<file path="src/core/pio_consts.vh">
// Constants for the port six and port seven parallel I/O block.
`ifndef PIO_CONSTS_VH
`define PIO_CONSTS_VH

// ==========================================================================
// Register indices and byte addresses
// ==========================================================================
`define PIO_P6_LATCH_IDX 20'h0ffd9
`define PIO_P7_LATCH_IDX 20'h0ffda
`define PIO_P6_DIR_IDX 20'h0ffe9
`define PIO_P7_DIR_IDX 20'h0ffea
`define PIO_P6_LATCH_ADDR 20'h3ff64
`define PIO_P7_LATCH_ADDR 20'h3ff68
`define PIO_P6_DIR_ADDR 20'h3ffa4
`define PIO_P7_DIR_ADDR 20'h3ffa8
`define PIO_P6_PULLUP_ADDR 20'h3ff00
`define PIO_MODE_ADDR 20'h3ff04

// ==========================================================================
// Reset values and fixed read values
// ==========================================================================
`define PIO_LATCH_RST 8'h00
`define PIO_DIR_RST 8'h00
`define PIO_P7_RST 5'h00
`define PIO_PULLUP_RST 8'h00
`define PIO_MODE_RST 2'h0
`define PIO_WO_READ 8'hff
`define PIO_P7_RSVD 3'h0

// ==========================================================================
// Field positions
// ==========================================================================
`define PIO_P7_LSB 3
`define PIO_MODE_SLEEP 0
`define PIO_MODE_STANDBY 1

`endif

</file>
<file path="src/core/pio_ports.v">
// Port six and port seven parallel I/O block with an APB register slave.
`include "pio_consts.vh"

// Overview of operation
// - Port six read returns latch bit where direction bit is one.
// - Port six read returns the pin level where direction bit is zero.
// - Reset clears the port six data latch to zero.
// - Port six direction bit one makes an output, zero an input.
// - Reset clears port six direction, all pins start as inputs.
// - Port six direction is write-only and reads as all ones.
// - Port six floats in reset, holds in sleep unless standby is set, standby floats unless pulled up.
// - Port seven data bits two to zero read zero and ignore writes.
// - Port seven read returns latch bit where direction bit is one.
// - Port seven read returns the pin level where direction bit is zero.
// - Port seven direction bits seven to three select output or input.
// - Reset clears the port seven data latch to zero.
// - Reset clears port seven direction, all pins start as inputs.
// - Port seven direction is write-only and reads as all ones.
module pio_ports (
   input wire pclk,
   input wire presetn,
   input wire clk_en,
   input wire psel,
   input wire penable,
   input wire pwrite,
   input wire [19:0] paddr,
   input wire [31:0] pwdata,
   output reg [31:0] prdata,
   output reg pready,
   output reg pslverr,
   input wire [7:0] port_six_pin_in,
   output reg [7:0] port_six_pin_out,
   output reg [7:0] port_six_pin_oe,
   output reg [7:0] port_six_pullup_on,
   input wire [4:0] port_seven_pin_in,
   output reg [4:0] port_seven_pin_out,
   output reg [4:0] port_seven_pin_oe
);

   // =======================================================================
   // Register state
   // =======================================================================
   reg [7:0] p6_latch_reg;
   reg [7:0] p6_dir_reg;
   reg [7:0] p6_pullup_reg;
   reg [4:0] p7_latch_reg;
   reg [4:0] p7_dir_reg;
   reg [1:0] mode_reg;

   wire setup_phase;
   wire wr_commit;
   wire sleep_mode;
   wire standby_mode;
   wire [7:0] p6_read;
   wire [7:0] p7_read;
   wire [7:0] p6_pull_active;
   wire [4:0] p7_pins_read;

   assign setup_phase = psel & ~penable;
   assign wr_commit = psel & penable & pready & pwrite;
   assign sleep_mode = mode_reg[`PIO_MODE_SLEEP];
   assign standby_mode = mode_reg[`PIO_MODE_STANDBY];

   // Reserved low bits of port seven have no storage and always read zero.
   assign p7_read = {p7_pins_read, `PIO_P7_RSVD};

   // =======================================================================
   // Pin slices: read mix and pull-up qualifier, one per pin
   // =======================================================================
   // Port six, pins seven down to zero.
   pio_pin_slice six_slice_0 (
      .dir_bit(p6_dir_reg[0]),
      .latch_bit(p6_latch_reg[0]),
      .pullup_bit(p6_pullup_reg[0]),
      .pin_bit(port_six_pin_in[0]),
      .read_bit(p6_read[0]),
      .pull_bit(p6_pull_active[0])
   );

   pio_pin_slice six_slice_1 (
      .dir_bit(p6_dir_reg[1]),
      .latch_bit(p6_latch_reg[1]),
      .pullup_bit(p6_pullup_reg[1]),
      .pin_bit(port_six_pin_in[1]),
      .read_bit(p6_read[1]),
      .pull_bit(p6_pull_active[1])
   );

   pio_pin_slice six_slice_2 (
      .dir_bit(p6_dir_reg[2]),
      .latch_bit(p6_latch_reg[2]),
      .pullup_bit(p6_pullup_reg[2]),
      .pin_bit(port_six_pin_in[2]),
      .read_bit(p6_read[2]),
      .pull_bit(p6_pull_active[2])
   );

   pio_pin_slice six_slice_3 (
      .dir_bit(p6_dir_reg[3]),
      .latch_bit(p6_latch_reg[3]),
      .pullup_bit(p6_pullup_reg[3]),
      .pin_bit(port_six_pin_in[3]),
      .read_bit(p6_read[3]),
      .pull_bit(p6_pull_active[3])
   );

   pio_pin_slice six_slice_4 (
      .dir_bit(p6_dir_reg[4]),
      .latch_bit(p6_latch_reg[4]),
      .pullup_bit(p6_pullup_reg[4]),
      .pin_bit(port_six_pin_in[4]),
      .read_bit(p6_read[4]),
      .pull_bit(p6_pull_active[4])
   );

   pio_pin_slice six_slice_5 (
      .dir_bit(p6_dir_reg[5]),
      .latch_bit(p6_latch_reg[5]),
      .pullup_bit(p6_pullup_reg[5]),
      .pin_bit(port_six_pin_in[5]),
      .read_bit(p6_read[5]),
      .pull_bit(p6_pull_active[5])
   );

   pio_pin_slice six_slice_6 (
      .dir_bit(p6_dir_reg[6]),
      .latch_bit(p6_latch_reg[6]),
      .pullup_bit(p6_pullup_reg[6]),
      .pin_bit(port_six_pin_in[6]),
      .read_bit(p6_read[6]),
      .pull_bit(p6_pull_active[6])
   );

   pio_pin_slice six_slice_7 (
      .dir_bit(p6_dir_reg[7]),
      .latch_bit(p6_latch_reg[7]),
      .pullup_bit(p6_pullup_reg[7]),
      .pin_bit(port_six_pin_in[7]),
      .read_bit(p6_read[7]),
      .pull_bit(p6_pull_active[7])
   );

   // Port seven, pins seven down to three; bit zero of each vector is pin three.
   pio_pin_slice seven_slice_0 (
      .dir_bit(p7_dir_reg[0]),
      .latch_bit(p7_latch_reg[0]),
      .pullup_bit(1'b0),
      .pin_bit(port_seven_pin_in[0]),
      .read_bit(p7_pins_read[0]),
      .pull_bit()
   );

   pio_pin_slice seven_slice_1 (
      .dir_bit(p7_dir_reg[1]),
      .latch_bit(p7_latch_reg[1]),
      .pullup_bit(1'b0),
      .pin_bit(port_seven_pin_in[1]),
      .read_bit(p7_pins_read[1]),
      .pull_bit()
   );

   pio_pin_slice seven_slice_2 (
      .dir_bit(p7_dir_reg[2]),
      .latch_bit(p7_latch_reg[2]),
      .pullup_bit(1'b0),
      .pin_bit(port_seven_pin_in[2]),
      .read_bit(p7_pins_read[2]),
      .pull_bit()
   );

   pio_pin_slice seven_slice_3 (
      .dir_bit(p7_dir_reg[3]),
      .latch_bit(p7_latch_reg[3]),
      .pullup_bit(1'b0),
      .pin_bit(port_seven_pin_in[3]),
      .read_bit(p7_pins_read[3]),
      .pull_bit()
   );

   pio_pin_slice seven_slice_4 (
      .dir_bit(p7_dir_reg[4]),
      .latch_bit(p7_latch_reg[4]),
      .pullup_bit(1'b0),
      .pin_bit(port_seven_pin_in[4]),
      .read_bit(p7_pins_read[4]),
      .pull_bit()
   );

   // =======================================================================
   // APB slave: answer one cycle into the access phase
   // =======================================================================
   // The answer freezes with clk_en as well, so the master must run on the same enable.
   // A setup cycle that falls on a disabled edge is never answered.
   reg [31:0] rdata_next;
   reg err_next;

   always @* begin
      rdata_next = 32'h00000000;
      err_next = 1'b0;
      case (paddr)
         `PIO_P6_LATCH_ADDR: rdata_next = {24'h000000, p6_read};
         `PIO_P6_DIR_ADDR: rdata_next = {24'h000000, `PIO_WO_READ};
         `PIO_P7_LATCH_ADDR: rdata_next = {24'h000000, p7_read};
         `PIO_P7_DIR_ADDR: rdata_next = {24'h000000, `PIO_WO_READ};
         `PIO_P6_PULLUP_ADDR: rdata_next = {24'h000000, p6_pullup_reg};
         `PIO_MODE_ADDR: rdata_next = {30'h00000000, mode_reg};
         default: err_next = 1'b1;
      endcase
   end

   always @(posedge pclk or negedge presetn) begin
      if (!presetn) begin
         prdata <= 32'h00000000;
         pready <= 1'b0;
         pslverr <= 1'b0;
      end else if (clk_en) begin
         if (setup_phase) begin
            pready <= 1'b1;
            pslverr <= err_next;
            prdata <= pwrite ? 32'h00000000 : rdata_next;
         end else begin
            pready <= 1'b0;
            pslverr <= 1'b0;
         end
      end
   end

   // =======================================================================
   // Register writes, taken at the completing access edge
   // =======================================================================
   always @(posedge pclk or negedge presetn) begin
      if (!presetn) begin
         p6_latch_reg <= `PIO_LATCH_RST;
         p6_dir_reg <= `PIO_DIR_RST;
         p7_latch_reg <= `PIO_P7_RST;
         p7_dir_reg <= `PIO_P7_RST;
         p6_pullup_reg <= `PIO_PULLUP_RST;
         mode_reg <= `PIO_MODE_RST;
      end else if (clk_en && wr_commit) begin
         case (paddr)
            `PIO_P6_LATCH_ADDR: p6_latch_reg <= pwdata[7:0];
            `PIO_P6_DIR_ADDR: p6_dir_reg <= pwdata[7:0];
            // Bits two to zero have no storage, so writes to them vanish.
            `PIO_P7_LATCH_ADDR: p7_latch_reg <= pwdata[7:`PIO_P7_LSB];
            `PIO_P7_DIR_ADDR: p7_dir_reg <= pwdata[7:`PIO_P7_LSB];
            `PIO_P6_PULLUP_ADDR: p6_pullup_reg <= pwdata[7:0];
            `PIO_MODE_ADDR: mode_reg <= pwdata[1:0];
            default: mode_reg <= mode_reg;
         endcase
      end
   end

   // =======================================================================
   // Pin drivers
   // =======================================================================
   // Reset leaves every pin undriven; sleep freezes the port six pins as they were unless standby is also set.
   always @(posedge pclk or negedge presetn) begin
      if (!presetn) begin
         port_six_pin_out <= 8'h00;
         port_six_pin_oe <= 8'h00;
         port_six_pullup_on <= 8'h00;
         port_seven_pin_out <= 5'h00;
         port_seven_pin_oe <= 5'h00;
      end else if (clk_en) begin
         // Port seven has no low-power behaviour and always follows its registers.
         port_seven_pin_out <= p7_latch_reg;
         port_seven_pin_oe <= p7_dir_reg;
         port_six_pullup_on <= p6_pull_active;
         if (standby_mode) begin
            // Only pulled-up pins drive high, all others float.
            port_six_pin_out <= p6_pull_active;
            port_six_pin_oe <= p6_pull_active;
         end else if (!sleep_mode) begin
            port_six_pin_out <= p6_latch_reg;
            port_six_pin_oe <= p6_dir_reg;
         end
      end
   end

endmodule // pio_ports

// ==========================================================================
// One pin slice
// ==========================================================================
// Combinational per-pin logic; the owning block registers everything it drives out.
module pio_pin_slice (
   input wire dir_bit,
   input wire latch_bit,
   input wire pullup_bit,
   input wire pin_bit,
   output wire read_bit,
   output wire pull_bit
);

   // A driving pin reads back its latch, a listening pin reads the pin itself.
   assign read_bit = dir_bit ? latch_bit : pin_bit;

   // The pull-up only acts on a listening pin.
   assign pull_bit = ~dir_bit & pullup_bit;

endmodule // pio_pin_slice

</file>
<file path="config.mk">
export PLATFORM = sky130hd
export DESIGN_NAME = pio_ports
export DESIGN_NICKNAME = d
export VERILOG_FILES = /design/src/core/pio_ports.v
export VERILOG_INCLUDE_DIRS = /design/src /design/src/core
export SDC_FILE = /design/constraint.sdc
export NUM_CORES = 1
export LEC_CHECK = 0
export BUFFER_PORTS_ARGS = -buffer_cell sky130_fd_sc_hd__buf_4
export CORE_ASPECT_RATIO = 1.75
export CORE_UTILIZATION = 32
export DETAILED_ROUTE_END_ITERATION = 8
export GPL_TIMING_DRIVEN = 0
export PLACE_DENSITY_LB_ADDON = 0.2
export SYNTH_ARGS = -nofsm -noshare
export SYNTH_HDL_FRONTEND = slang
export SYNTH_SLANG_ARGS = --single-unit
</file>
<file path="constraint.sdc">
create_clock -name pclk -period 2.25 [get_ports pclk]
set_input_delay 0.45 -clock pclk [delete_from_list [all_inputs] [get_ports pclk]]
set_output_delay 0.45 -clock pclk [all_outputs]
set_load 0.01 [all_outputs]
</file>
Word level (Yosys, flattened, before mapping):

Cells that the tools add are included.

* bits in registers: 104
* bits of input ports: 71
* output and inout port bits: 68

* equal/unequal tests: 7
* muxes and demuxes: 22
* bitwise gates (word level): 21
* reduce and logical (&&, ||, !) cells: 11

Operator list (number)
* $eq A20 B18 Y1 const B: 6
* $pmux W8 S5: 1
* $mux W32: 1
* $mux W8: 4
* $mux W1: 16
* $reduce_and A2 Y1: 8
* $and A1 B1 Y1: 12
* $not A1 Y1: 9
* $reduce_or A6 Y1: 1
* $ne A2 B1 Y1 const B: 1
* $reduce_or A2 Y1: 1
* $logic_and A1 B1 Y1: 1

Longest topological paths before layout:

* depth in word-level cells: 5
* mapped depth: 7
* mapped depth without buffers: 5

Cells and area by module:

A second synthesis with hierarchy kept.

* cell total of the unflattened synthesis: 322
* area total of the unflattened synthesis: 3957.5 um2

Modules (own cells, without submodules)
* pio_ports: times used 1, cells an instance 296, area each 3648.5 um2, seq. area each 2001.9 um2
* pio_pin_slice: times used 13, cells an instance 2, area each 23.8 um2, seq. area each 0.0 um2

Worst setup path after synthesis:

No wires, ideal clock.

* kind: input port to flip-flop
* start point: input paddr[1]
* end point: register prdata[0]
* setup time: 0.078 ns
* arrival time: 1.979 ns
* data required time: 2.172 ns
* slack: 0.193 ns
* stages: 5
* buffers on the path: 1
* path through: or4b_4 -> buf_6 -> a2111oi_4 -> o41ai_2 -> o21ai_1

* cells in the longest elaborated chain, start to end: 4
* elaborated cells between the ends (all ways): 9
* those cells by class: eq/ne: 6; mux: 2; reduce/logical: 1

RTL lines
* start, declared: RTL line pio_ports.v:26 `input wire [19:0] paddr,`
* $eq A20 B18 Y1: RTL line pio_ports.v:200 `case (paddr)`
* $reduce_or A2 Y1 (no line)
* $pmux W8 S5 *: RTL line pio_ports.v:200
* $mux W32 *: RTL line pio_ports.v:220 `prdata <= pwrite ? 32'h00000000 : rdata_next;`
* end signal, assigned: RTL line pio_ports.v:220
* end, declared: RTL line pio_ports.v:28 `output reg [31:0] prdata,`

Every way passes the cells marked *; elsewhere a longest branch is shown, timed or not.
A chain may end at the register's enable or synchronous reset.

Final worst setup path:

* start point: input paddr[1]
* end point: register prdata[2]

Same word-level chain as after synthesis.

==> reports/metrics.cfg <==
[outcome]
status = complete, no violations

[clocking]
cts_sinks = 80
cts_buffers = 9
ctsLongestPathBuffers = 2
post-cts-setup-buffer-count = 0
clk_latency_ns = 0.33
clk_pin_slew_worst_paths_ns = 0.06
cts_tree = done
htree_levels = 3
cts_root_buf = clkbuf_16

[critical_path]
r2r_setup_slack_ns = 0.20
end_kind = flop
crit_type = in -> reg
start_kind = primary input
critPathRequiredTime_ns = 2.51
critPathMaxFanout = 10
r2r_start = mode_reg[1]
rr_endpoint = port_six_pin_out[5]
ff2ff_path_depth = 4
worstPathArrival_ns = 2.41

[logic_synthesis]
synth_async_sr_flop_share = 1.00
ys_warn_count = 0
synth_cell_type_count = 36
synthFlopType = dfrtp_1
syn_area_per_cell_um2 = 11.9
synthCells = 324
synth-seq-cells = 80
yosysSeqAreaShare = 0.518
synth_area_mm2 = 0.00387
synth_edf_count = 0

[drt]
first_pass_iters = 6
drc = 0
wl_met1_um = 3590
routed-wl-met3_um = 554
routed_wl_um = 9670
met2_length_um = 5310
avgRoutedWirePerCell_um = 16.5
vias = 2882
avgViaCountPerCell = 4.91
ant_nets = 0
routed.top_layer = met4
dr.first_iter.drc_count = 165

[timing]
setup_viol = 0
tightest_slew_ns = 1.02
min_period_over_period = 0.958
skew_ns = 0.00338
fin_crit_ns = 2.15
relSlewSlack = 0.317
final_max_slew_viol_count = 0
hold_viol_final = 0
whs_ns = 0.270
fmax_ghz = 0.464

[floorplanning]
initial_core_util = 0.332
fp.dieH_um = 147
io-pin-count = 139
coreArea_mm2 = 0.0116
rows = 52
die_w_um = 85.1
die-area_mm2 = 0.0125

[power]
peakVddDrop_uv = 447
p_leak_nw = 2.47
p_per_area_mw_per_mm2 = 608

[placed_design]
place_hpwl_um = 7520
placed_cell_area_mm2 = 0.00480
place_congestion = 0.829
portBuffers = 90

[global_routing]
grt.overflow.total = 0
grt_pass1_wl_um = 15800
grt_max_degree = 81
grt_pass1_vias = 3049
antenna_found_initial = 0
track_usage = 0.166

[cells_and_area]
n_fill_cell = 1121
final_util = 0.439
syn_to_final_growth_pct = 32.1
multi_input_area_mm2 = 0.00172
seq_area_mm2 = 0.00200
drive_gt1_frac = 0.425
fin_nets = 519
insertedDiodeCount = 0
fin_area_mm2 = 0.00511

[worst_hold_path]
hold_class = in -> async

[flow_run]
cap_violations = 0

-- cells in the mapped netlist, types with 3 or more instances --
master / count / area share
o21ai_1: 8 / 0.010
nor2b_1: 8 / 0.013
inv_1: 4 / 0.0039
dfrtp_1: 80 / 0.52
nor4_1: 16 / 0.026
a2111oi_0: 7 / 0.016
nand2_1: 32 / 0.031
nor2_1: 3 / 0.0029
buf_1: 3 / 0.0029
o21ai_0: 18 / 0.023
mux2i_1: 28 / 0.072
mux2_2: 55 / 0.16
nor3_1: 3 / 0.0039
nand3_1: 3 / 0.0039
buf_4: 24 / 0.047
clkbuf_1: 9 / 0.0087
-- critical path: stages --
cell and delay [ns]:
buf_4 0.12, or4b_4 0.53, buf_6 0.16, a2111oi_4 0.69, o41ai_4 0.27, o21ai_1 0.20
-- metrics by stage --
stage	instances	power, mW	setup slack (ns)	TNS (ns)
after detailed placement	572	1.69	-0.438	-5.95
after floorplan	347	1.56	0.193	0
after global routing	587	3.21	-0.0000413	-0.0000413
after global placement	572	1.69	-0.421	-5.49
final	587	3.10	0.0951	0
after CTS	587	3.14	0.0145	0
-- power breakdown --
group / switching (mW) / internal, mW / leakage, nW
Clock: 0.557 / 0.882 / 0.139
Combinational: 0.119 / 0.102 / 1.21
Sequential: 0.00161 / 1.44 / 1.12
-- per-layer routing --
| layer | track usage | vias up |
|---|---|---|
| li1 | - | 1386 |
| met1 | 0.173 | 1372 |
| met2 | 0.305 | 108 |
| met3 | 0.0391 | 16 |
| met4 | 0.0822 | 0 |
| met5 | 0 | - |
-- cells by family (layout without fill, tap and decap cells) --
logic type,Yosys count,after routing,synth area share
buffers and inverters,41,146,0.0650
DFF,80,80,0.518
and+or+nand+nor,82,82,0.119
muxes,83,83,0.233
AOI/OAI and AO/OA,37,37,0.0647
other,1,24,0.000970
-- layout make-up --
cell class | instances | area share
Buffer | 37 | 0.0465
Tap cell | 135 | 0.0331
Clock buffer | 12 | 0.0482
Inverter | 4 | 0.00294
Clock inverter | 3 | 0.00833
Multi-Input combinational cell | 226 | 0.337
Sequential cell | 80 | 0.392
Timing Repair Buffer | 90 | 0.132
-- worst max-delay path by stage --
stage	cells after the start	from	end
2_1_floorplan	5	paddr[1]	prdata[0]
3_3_place_gp	6	paddr[4]	prdata[0]
3_5_place_dp	6	paddr[4]	prdata[2]
4_1_cts	7	paddr[17]	prdata[2]
5_1_grt	6	paddr[1]	prdata[0]
6_report	6	paddr[1]	prdata[2]
-- cell usage in the layout (no fill, tap or decap), drive strengths merged, types with 2 or more instances in the layout --
cell | synthesis | layout
buf | 28 | 118
dfrtp | 80 | 80
mux2 | 55 | 55
nand2 | 32 | 32
mux2i | 28 | 28
o21ai | 26 | 26
conb | 1 | 24
clkbuf | 9 | 21
nor4 | 16 | 16
nor2b | 8 | 8
a2111oi | 8 | 8
nor3 | 5 | 5
inv | 4 | 4
nand3 | 3 | 3
nor2 | 3 | 3
nand3b | 2 | 2
nand4 | 2 | 2
-- timing repair --
item	in CTS	in global routing
hold buffers	0	0
endpoints found under the setup margin	8	16
gates cloned	0	0
resized for setup	1	5
No activity file was read; power rests on OpenSTA's default activity.
